File: src/hw/status_ind_pkg.sv
// Shared constants for the drive status indicator logic.
// Assumes a single 50 MHz clock domain and synchronous inputs.
package status_ind_pkg;

  // Clock period in nanoseconds.
  localparam int unsigned CLK_PERIOD_NS = 20;
  // Half period of the shared flash toggle, in milliseconds.
  localparam int unsigned FLASH_HALF_MS = 250;
  // Cycles in one flash half period, rounded down.
  localparam int unsigned FLASH_HALF_CYC = (FLASH_HALF_MS * 1000000) / CLK_PERIOD_NS;

  // Number of function indicators in the select cycle.
  localparam int unsigned NUM_FUNC = 8;
  // Width of the function index.
  localparam int unsigned FUNC_W = 3;
  // Function index selected after reset.
  localparam logic [FUNC_W-1:0] FUNC_RST = 3'h0;

  // Parameter access level that still allows running in program mode.
  localparam logic [3:0] ACCESS_RUN_IN_PRGM = 4'h5;

  // Indicator display pattern.
  typedef enum logic [1:0] {
    LAMP_OFF,
    LAMP_ON,
    LAMP_FLASH
  } lamp_t;

  // Ranked drive condition, highest rank first; the last three listed rank in reverse order.
  typedef enum logic [3:0] {
    COND_POWER_DOWN,
    COND_FAULT,
    COND_ESTOP_ALARM,
    COND_ESTOP_FAULT,
    COND_ALARM_STOP,
    COND_ALARM_RUN,
    COND_STOP_BB,
    COND_RUNNING,
    COND_DECEL
  } cond_t;

  // Operator panel mode.
  typedef enum logic {
    MODE_DRIVE,
    MODE_PROGRAM
  } panel_mode_t;

endpackage

File: src/hw/rise_detect.sv
// Rising edge detector producing a one-cycle pulse.
// Assumes the input is already synchronous to clk_i.
module rise_detect (
  // Clock and reset.
  input  wire logic clk_i,
  input  wire logic rst_b_i,
  // Level in, pulse out.
  input  wire logic level_i,
  output logic      pulse_o
);

  // Previous sample of the level.
  logic level_q;

  // Keep the last sample so a press counts once.
  always_ff @(posedge clk_i or negedge rst_b_i) begin
    if (!rst_b_i) begin
      level_q <= 1'b0;
    end else begin
      level_q <= level_i;
    end
  end

  // Pulse only on the low-to-high change.
  assign pulse_o = level_i & ~level_q;

endmodule

File: src/hw/drive_status_indicator_logic.sv
// Status indicator, fault reset and panel mode logic for a motor drive.
// Assumes keys and terminal inputs are clean levels synchronous to clk_i.
// What this block does
// - Indicators follow the highest-ranked active condition.
// - Power down or not ready: all dark.
// - Fault ranks second; alarm lamp lit.
// - Run key lamp mirrors front run lamp.
// - Panel stop under terminal control or terminal alarm: emergency stop third.
// - Terminal emergency-stop fault ranks fourth.
// - Halted after emergency stop shows alarm/fault pattern.
// - Alarm stopped fifth, alarm running sixth.
// - Deceleration seventh, running eighth.
// - Running reported even below minimum frequency.
// - Stop and baseblock rank ninth.
// - Fault clears by reset or stop when idle.
// - Fault reset ignored while run asserted.
// - Display key steps function indicator cyclically.
// - Stop after parameter entry forces program mode.
// - Access level five allows running in program.
module drive_status_indicator_logic
  import status_ind_pkg::*;
#(
  parameter int unsigned FLASH_HALF = FLASH_HALF_CYC  // Cycles per flash half period.
) (
  // Clock and reset.
  input  wire logic              clk_i,
  input  wire logic              rst_b_i,
  // Drive status inputs.
  input  wire logic              drive_ready_i,
  input  wire logic              fault_event_i,
  input  wire logic              alarm_i,
  input  wire logic              ext_baseblock_i,
  input  wire logic              output_active_i,
  input  wire logic              decel_i,
  // Control terminal inputs.
  input  wire logic              terminal_ctrl_i,
  input  wire logic              run_cmd_i,
  input  wire logic              fault_reset_i,
  input  wire logic              estop_alarm_i,
  input  wire logic              estop_fault_i,
  // Panel keys and settings.
  input  wire logic              stop_key_i,
  input  wire logic              display_select_key_i,
  input  wire logic              param_mode_i,
  input  wire logic [3:0]        param_access_level_i,
  // Indicators.
  output logic                   run_key_lamp_o,
  output logic                   run_lamp_o,
  output logic                   alarm_lamp_o,
  output logic [FUNC_W-1:0]      func_sel_o,
  output logic                   program_mode_o,
  output logic                   run_enable_o,
  output logic                   fault_latched_o
);

  // Flash counter width.
  localparam int unsigned CNT_W = $clog2(FLASH_HALF + 1);

  // Shared flash timer and phase.
  logic [CNT_W-1:0] flash_cnt_q;
  logic             flash_q;
  // Latched fault and emergency stop flags.
  logic             fault_q;
  logic             estop_alarm_q;
  logic             estop_fault_q;
  logic             estop_req;
  // Panel state.
  logic [FUNC_W-1:0] func_q;
  panel_mode_t       mode_q;
  logic              param_seen_q;
  // Key pulses.
  logic              dsel_pulse;
  logic              stop_pulse;
  // Condition and patterns.
  cond_t             cond;
  lamp_t             run_pat;
  lamp_t             alm_pat;
  logic              running;
  logic              clear_ok;
  logic              run_ok;

  // One press of the display key gives one step.
  rise_detect u_dsel (
    .clk_i   (clk_i),
    .rst_b_i (rst_b_i),
    .level_i (display_select_key_i),
    .pulse_o (dsel_pulse)
  );

  // One press of the stop key gives one clear attempt.
  rise_detect u_stop (
    .clk_i   (clk_i),
    .rst_b_i (rst_b_i),
    .level_i (stop_key_i),
    .pulse_o (stop_pulse)
  );

  // Free-running flash timer shared by all lamps.
  always_ff @(posedge clk_i or negedge rst_b_i) begin
    if (!rst_b_i) begin
      flash_cnt_q <= '0;
      flash_q     <= 1'b0;
    end else if (flash_cnt_q == CNT_W'(FLASH_HALF - 1)) begin
      flash_cnt_q <= '0;
      flash_q     <= ~flash_q;
    end else begin
      flash_cnt_q <= flash_cnt_q + 1'b1;
    end
  end

  // A fault may be cleared only with the run signal off.
  assign clear_ok = ~run_cmd_i & (fault_reset_i | stop_pulse);
  // Panel stop under terminal control is an emergency stop.
  assign estop_req = stop_pulse & terminal_ctrl_i;

  // Fault latch; a new fault wins over a clear in the same cycle.
  always_ff @(posedge clk_i or negedge rst_b_i) begin
    if (!rst_b_i) begin
      fault_q <= 1'b0;
    end else if (fault_event_i) begin
      fault_q <= 1'b1;
    end else if (clear_ok) begin
      fault_q <= 1'b0;
    end
  end

  // Emergency stop alarm latch, held until the drive restarts.
  always_ff @(posedge clk_i or negedge rst_b_i) begin
    if (!rst_b_i) begin
      estop_alarm_q <= 1'b0;
    end else if (estop_req || estop_alarm_i) begin
      estop_alarm_q <= 1'b1;
    end else if (run_cmd_i && !output_active_i && !decel_i) begin
      estop_alarm_q <= 1'b0;
    end
  end

  // Emergency stop fault latch, cleared like a fault.
  always_ff @(posedge clk_i or negedge rst_b_i) begin
    if (!rst_b_i) begin
      estop_fault_q <= 1'b0;
    end else if (estop_fault_i) begin
      estop_fault_q <= 1'b1;
    end else if (clear_ok) begin
      estop_fault_q <= 1'b0;
    end
  end

  // The drive counts as running whenever output is active and not decelerating, at any frequency.
  assign running = output_active_i & ~decel_i;

  // Priority selection of the single governing condition.
  always_comb begin
    if (!drive_ready_i) begin
      cond = COND_POWER_DOWN;
    end else if (fault_q) begin
      cond = COND_FAULT;
    end else if (estop_alarm_q) begin
      cond = COND_ESTOP_ALARM;
    end else if (estop_fault_q) begin
      cond = COND_ESTOP_FAULT;
    end else if (alarm_i && !running && !run_cmd_i) begin
      cond = COND_ALARM_STOP;
    end else if (alarm_i || (run_cmd_i && ext_baseblock_i)) begin
      cond = COND_ALARM_RUN;
    end else if (decel_i) begin
      cond = COND_DECEL;
    end else if (running) begin
      cond = COND_RUNNING;
    end else begin
      cond = COND_STOP_BB;
    end
  end

  // Lamp patterns for each condition.
  always_comb begin
    run_pat = LAMP_OFF;
    alm_pat = LAMP_OFF;
    case (cond)
      COND_POWER_DOWN: begin
        run_pat = LAMP_OFF;
        alm_pat = LAMP_OFF;
      end
      COND_FAULT: begin
        run_pat = LAMP_OFF;
        alm_pat = LAMP_ON;
      end
      COND_ESTOP_ALARM: begin
        // Show the stopped-alarm pattern, whether running down or halted.
        run_pat = LAMP_FLASH;
        alm_pat = LAMP_FLASH;
      end
      COND_ESTOP_FAULT: begin
        // Running down flashes run; once halted, the fault pattern.
        run_pat = (output_active_i) ? LAMP_FLASH : LAMP_OFF;
        alm_pat = LAMP_ON;
      end
      COND_ALARM_STOP: begin
        run_pat = LAMP_FLASH;
        alm_pat = LAMP_FLASH;
      end
      COND_ALARM_RUN: begin
        run_pat = LAMP_ON;
        alm_pat = LAMP_FLASH;
      end
      COND_STOP_BB: begin
        run_pat = LAMP_FLASH;
        alm_pat = LAMP_OFF;
      end
      COND_RUNNING: begin
        run_pat = LAMP_ON;
        alm_pat = LAMP_OFF;
      end
      COND_DECEL: begin
        run_pat = LAMP_FLASH;
        alm_pat = LAMP_OFF;
      end
      default: begin
        run_pat = LAMP_OFF;
        alm_pat = LAMP_OFF;
      end
    endcase
  end

  // Drive the lamps from flip-flops; both run lamps share one value.
  always_ff @(posedge clk_i or negedge rst_b_i) begin
    if (!rst_b_i) begin
      run_lamp_o     <= 1'b0;
      run_key_lamp_o <= 1'b0;
      alarm_lamp_o   <= 1'b0;
    end else begin
      run_lamp_o     <= (run_pat == LAMP_ON) | ((run_pat == LAMP_FLASH) & flash_q);
      run_key_lamp_o <= (run_pat == LAMP_ON) | ((run_pat == LAMP_FLASH) & flash_q);
      alarm_lamp_o   <= (alm_pat == LAMP_ON) | ((alm_pat == LAMP_FLASH) & flash_q);
    end
  end

  // Step the function indicator on each display key press.
  always_ff @(posedge clk_i or negedge rst_b_i) begin
    if (!rst_b_i) begin
      func_q <= FUNC_RST;
    end else if (dsel_pulse) begin
      if (func_q == FUNC_W'(NUM_FUNC - 1)) begin
        func_q <= FUNC_RST;
      end else begin
        func_q <= func_q + 1'b1;
      end
    end
  end

  // Remember a parameter mode entered while running; fall back on stop.
  always_ff @(posedge clk_i or negedge rst_b_i) begin
    if (!rst_b_i) begin
      param_seen_q <= 1'b0;
      mode_q       <= MODE_DRIVE;
    end else if (param_mode_i && output_active_i) begin
      param_seen_q <= 1'b1;
    end else if (param_seen_q && !output_active_i) begin
      param_seen_q <= 1'b0;
      mode_q       <= MODE_PROGRAM;
    end else if (!param_mode_i) begin
      mode_q       <= MODE_DRIVE;
    end
  end

  // Run is refused in program mode unless access level allows it.
  assign run_ok = (mode_q == MODE_DRIVE) | (param_access_level_i == ACCESS_RUN_IN_PRGM);

  // Register the remaining outputs.
  always_ff @(posedge clk_i or negedge rst_b_i) begin
    if (!rst_b_i) begin
      func_sel_o      <= FUNC_RST;
      program_mode_o  <= 1'b0;
      run_enable_o    <= 1'b0;
      fault_latched_o <= 1'b0;
    end else begin
      func_sel_o      <= func_q;
      program_mode_o  <= (mode_q == MODE_PROGRAM);
      run_enable_o    <= run_ok & drive_ready_i & ~fault_q;
      fault_latched_o <= fault_q;
    end
  end

  // Both run lamps always agree.
  chk_run_lamps_same: assert property (@(posedge clk_i) disable iff (!rst_b_i)
    run_lamp_o == run_key_lamp_o) else $error("run lamps differ");

  // Not ready drives every lamp dark next cycle.
  chk_power_down_dark: assert property (@(posedge clk_i) disable iff (!rst_b_i)
    !drive_ready_i |=> !run_lamp_o && !alarm_lamp_o) else $error("lamps lit while not ready");

  // A latched fault lights the alarm lamp steadily.
  chk_fault_alarm_on: assert property (@(posedge clk_i) disable iff (!rst_b_i)
    drive_ready_i && fault_q |=> alarm_lamp_o) else $error("alarm dark on fault");

  // Fault reset with run asserted leaves the fault.
  chk_reset_blocked: assert property (@(posedge clk_i) disable iff (!rst_b_i)
    fault_q && run_cmd_i |=> fault_q) else $error("fault cleared while running");

  // Fault reset with run off clears an idle fault.
  chk_reset_clears: assert property (@(posedge clk_i) disable iff (!rst_b_i)
    fault_q && fault_reset_i && !run_cmd_i && !fault_event_i |=> !fault_q)
    else $error("fault not cleared");

  // Display key steps the selection by one.
  chk_func_step: assert property (@(posedge clk_i) disable iff (!rst_b_i)
    dsel_pulse && func_q != FUNC_W'(NUM_FUNC - 1) |=> func_q == $past(func_q) + 1'b1)
    else $error("function select did not step");

  // Stop after parameter entry forces program mode.
  chk_prgm_fallback: assert property (@(posedge clk_i) disable iff (!rst_b_i)
    param_seen_q && !output_active_i && !(param_mode_i && output_active_i)
    |=> mode_q == MODE_PROGRAM) else $error("no program fallback");

  // Access level five keeps run allowed in program mode.
  // The edge of reset release is skipped, since the output flop is still held there.
  chk_access_run: assert property (@(posedge clk_i) disable iff (!rst_b_i)
    $past(rst_b_i) && param_access_level_i == ACCESS_RUN_IN_PRGM && drive_ready_i && !fault_q
    |=> run_enable_o)
    else $error("run refused at access level five");

  // Running without faults or alarms for two cycles lights the run lamp on the next cycle.
  chk_running_lamp: assert property (@(posedge clk_i) disable iff (!rst_b_i)
    cond == COND_RUNNING ##1 cond == COND_RUNNING |=> run_lamp_o) else $error("run lamp dark");

  // A terminal or panel emergency stop is latched by the next edge.
  chk_estop_latch: assert property (@(posedge clk_i) disable iff (!rst_b_i)
    estop_alarm_i || estop_req |=> estop_alarm_q)
    else $error("emergency stop not latched");

  // An emergency-stop fault alone keeps the alarm lamp steadily lit.
  chk_estop_fault_lamp: assert property (@(posedge clk_i) disable iff (!rst_b_i)
    drive_ready_i && !fault_q && !estop_alarm_q && estop_fault_q |=> alarm_lamp_o)
    else $error("alarm dark on emergency-stop fault");

  // A run request under external baseblock shows the running-alarm pattern.
  chk_bb_run_alarm: assert property (@(posedge clk_i) disable iff (!rst_b_i)
    drive_ready_i && !fault_q && !estop_alarm_q && !estop_fault_q && run_cmd_i
    && ext_baseblock_i |=> run_lamp_o) else $error("run lamp dark under baseblock run");

  // Deceleration never lights the alarm lamp.
  chk_decel_alarm_dark: assert property (@(posedge clk_i) disable iff (!rst_b_i)
    cond == COND_DECEL |=> !alarm_lamp_o) else $error("alarm lit while decelerating");

  // A latched fault keeps the run lamp dark.
  chk_fault_run_dark: assert property (@(posedge clk_i) disable iff (!rst_b_i)
    drive_ready_i && fault_q |=> !run_lamp_o) else $error("run lamp lit on fault");

  // Two lamps flashing together stay in phase, as they share one toggle.
  chk_flash_in_phase: assert property (@(posedge clk_i) disable iff (!rst_b_i)
    run_pat == LAMP_FLASH && alm_pat == LAMP_FLASH |=> run_lamp_o == alarm_lamp_o)
    else $error("flashing lamps out of phase");

endmodule

File: config.mk
export PLATFORM = sky130hd
export DESIGN_NAME = drive_status_indicator_logic
export DESIGN_NICKNAME = d
export VERILOG_FILES = /design/src/hw/status_ind_pkg.sv /design/src/hw/rise_detect.sv /design/src/hw/drive_status_indicator_logic.sv
export SDC_FILE = /design/constraint.sdc
export NUM_CORES = 1
export LEC_CHECK = 0
export BUFFER_PORTS_ARGS = -buffer_cell sky130_fd_sc_hd__buf_2
export CORE_MARGIN = 1
export CORE_UTILIZATION = 55
export DETAILED_ROUTE_END_ITERATION = 7
export PLACE_DENSITY = 0.77
export SLEW_MARGIN = 20
export SYNTH_ARGS = -nofsm -noshare
export SYNTH_HDL_FRONTEND = slang
export SYNTH_SLANG_ARGS = --single-unit
File: constraint.sdc
create_clock -name clk_i -period 2.1 [get_ports clk_i]
set_input_delay 0.105 -clock clk_i [delete_from_list [all_inputs] [get_ports clk_i]]
set_output_delay 0.105 -clock clk_i [all_outputs]
set_load 0.01 [all_outputs]
==> flow_metrics.env <==
export IMPL_status="complete, no violations"
export IMPL_peakVddDrop_uv=398
export IMPL_num_vias=1440
export IMPL_p_int_uw=1130
export IMPL_synthFlopType="dfrtp_1"
export IMPL_root_buffer="clkbuf_4"
export IMPL_finClkSkew_ns=0.0136
export IMPL_synth_seq_cells=43
export IMPL_clockPowerShare=0.262
export IMPL_setup_viol=0
export IMPL_finalCritPeriodShare=0.853
export IMPL_synthArstFlopShare=1.00
export IMPL_rsz0062_at_grt="no"
export IMPL_cts_buffers=5
export IMPL_synth_enable_flop_cells=0
export IMPL_seq_area_um2=1080
export IMPL_synth_avg_cell_area_um2=11.3
export IMPL_die_area_um2=3730
export IMPL_p_sw_frac=0.259
export IMPL_hold_viol=0
export IMPL_cts_sinks=43
export IMPL_grt_pass1_wl_mm=6.06
export IMPL_drv_slew=0
export IMPL_holdBufCountCts=12
export IMPL_core_area_um2=3340
export IMPL_max_cap_violations=0
export IMPL_grt_pass1_vias=1432
export IMPL_grt_use_total=0.229
export IMPL_relSlewSlack=0.385
export IMPL_fmax_mhz=559
export IMPL_syn_area_um2=1920
export IMPL_ant_nets=0
export IMPL_yosys_warnings=0
export IMPL_drcViolationCount=0
export IMPL_initialDrtViolationCount=54
export IMPL_cts_reportedPaths_clkPinSlew_ns=0.13
export IMPL_postLayoutCoreUtil=0.682
export IMPL_required_ns=2.39
export IMPL_start_util=0.575
export IMPL_cts_buffer_depth=2
export IMPL_drt_total_wl_mm=3.56
export IMPL_io_buffers=28
export IMPL_p_comb_frac=0.124
export IMPL_post_drt_wl_per_cell_um=13.6
export IMPL_leakage_uw=0.00101
export IMPL_ios=29
export IMPL_drive_gt1_frac=0.205
export IMPL_num_rows=21
export IMPL_cts_tree="yes"
export IMPL_clkLatencyLatePin_ns=0.36
export IMPL_worst_pin_slew_ns=0.922
export IMPL_ys_types=37
export IMPL_die_w_um=61.1
export IMPL_crit_type="reg2reg"
export IMPL_synthesis_nets=193
export IMPL_grt_overflow=0
export IMPL_fin_nets=237
export IMPL_power_density_nw_per_um2=671
export IMPL_h_tree_depth=2
export IMPL_critPathMaxFanout=8
export IMPL_cts_resized=0
export IMPL_ys_seq_area_frac=0.561
export IMPL_critPathLaunchType="flop"
export IMPL_tns_ns=0
export IMPL_critPathCaptureType="flop"
export IMPL_grt_max_degree=44
export IMPL_antenna_found_initial=0
export IMPL_p_seq_frac=0.614
export IMPL_multi_input_area_um2=790
export IMPL_finalCriticalPeriod_ns=1.79
export IMPL_syn2layout_area_growth_pct=18.6
export IMPL_die_h_um=61.1
export IMPL_vias_per_cell=5.52
export IMPL_worstHoldPathType="in2reg"
export IMPL_n_antenna_cell=0
export IMPL_power_switching_uw=395
export IMPL_place_gp_congestion=0.833
export IMPL_dr_pass1_iters=4
export IMPL_nFillCells=264
export IMPL_syn_inst=170
export IMPL_postCtsSetupRepairBufs=0
export IMPL_dp_hpwl_mm=2.51
export IMPL_arrival_ns=2.08
-- final cells by class --
type                    count  share of cell area
flip-flops and latches     43               0.473
multi-input cells         117               0.347
repair buffers             42               0.121
well taps                  46              0.0253
clock buffers               5              0.0165
clock inverters             3             0.00880
inverters                   5             0.00825
-- sequential cells by signal, summed over array words and instances (netlist names) --
name / flops
func_q: 3
estop_alarm_q: 1
mode_q: 1
flash_q: 1
run_enable_o: 1
program_mode_o: 1
fault_q: 1
estop_fault_q: 1
flash_cnt_q: 24
run_lamp_o: 1
param_seen_q: 1
u_stop.level_q: 1
func_sel_o: 3
alarm_lamp_o: 1
fault_latched_o: 1
u_dsel.level_q: 1
-- power by group through the flow --
stage	logic [uW]	clock network (uW)	registers (uW)
after floorplan	73.9	0	969
after global placement	172	0	953
after detailed placement	174	0	957
after CTS	192	411	940
after global routing	222	445	953
final	189	400	938
-- placed cells by master, fill, tap and decap left out, drive strengths merged, types with 6 or more instances in the layout --
cell type,netlist,layout
dfrtp,43,43
buf,5,30
dlygate4sd3,0,12
o21ai,10,10
nand3,10,10
nor2,9,9
nand2,9,9
a21oi,8,8
xnor2,8,8
nand4,7,7
xor2,6,6
nor3,6,6
-- cells by family after synthesis --
family | Yosys count | synth area share
simple gates | 65 | 0.202
compound gates | 28 | 0.0881
mux | 7 | 0.0385
flops | 43 | 0.561
buf+inv | 10 | 0.0274
fa+ha+maj | 3 | 0.0196
xor+xnor | 14 | 0.0639
-- per-stage QoR --
step           setup slack (ns)  total power [uW]  std cells  instance area, um2  hold slack [ns]
2_1_floorplan             0.565              1040        170                1920           -0.191
3_3_place_gp              0.410              1120        241                2100            0.224
3_5_place_dp              0.335              1130        241                2100            0.224
4_1_cts                   0.313              1540        261                2270          0.00350
5_1_grt                   0.178              1620        261                2270           0.0159
6_report                  0.310              1530        261                2270           0.0121
-- worst max-delay path, cell delays in order (launching register included) --
cell,delay (ns)
dfrtp_1,0.42
ha_1,0.22
and4_1,0.38
nand3_2,0.20
nor4_1,0.34
xor2_1,0.17
-- synth_stat cells (3+ instances only) --
| master | number | area share |
|---|---|---|
| dfrtp_1 | 43 | 0.56 |
| o21ai_0 | 10 | 0.026 |
| nand2_1 | 9 | 0.018 |
| nand3_1 | 9 | 0.023 |
| nor2_1 | 9 | 0.018 |
| a21oi_1 | 8 | 0.021 |
| xnor2_1 | 8 | 0.037 |
| nand4_1 | 6 | 0.020 |
| nor3_1 | 6 | 0.016 |
| xor2_1 | 6 | 0.027 |
| inv_1 | 5 | 0.0098 |
| nor2b_1 | 5 | 0.016 |
| and2_1 | 4 | 0.013 |
| and4_1 | 4 | 0.018 |
| mux2i_1 | 4 | 0.021 |
| or3_1 | 4 | 0.013 |
| buf_2 | 3 | 0.0078 |
| ha_1 | 3 | 0.020 |
| mux2_2 | 3 | 0.018 |
-- final timing paths --
check                                   startpoint  cells after the start  slack, ns               to
max in group asynchronous                  rst_b_i                      2       1.11  fault_latched_o
hold reg to reg                          func_q[1]                      0       0.42    func_sel_o[1]
min in group asynchronous                  rst_b_i                      2       0.40        func_q[2]
setup / recovery                    flash_cnt_q[0]                      5       0.31  flash_cnt_q[22]
hold / removal             param_access_level_i[1]                      3       0.01     run_enable_o
setup reg to reg                    flash_cnt_q[0]                      5       0.31  flash_cnt_q[22]
-- metal layers --
layer  wire (um)  global-route usage  up-vias
li1            -                   -      698
met1        1500               0.257      687
met2        1830               0.407       46
met3         151              0.0588        9
met4          76               0.104        0
met5           0                   0        -
No activity file was read; power rests on OpenSTA's default activity.
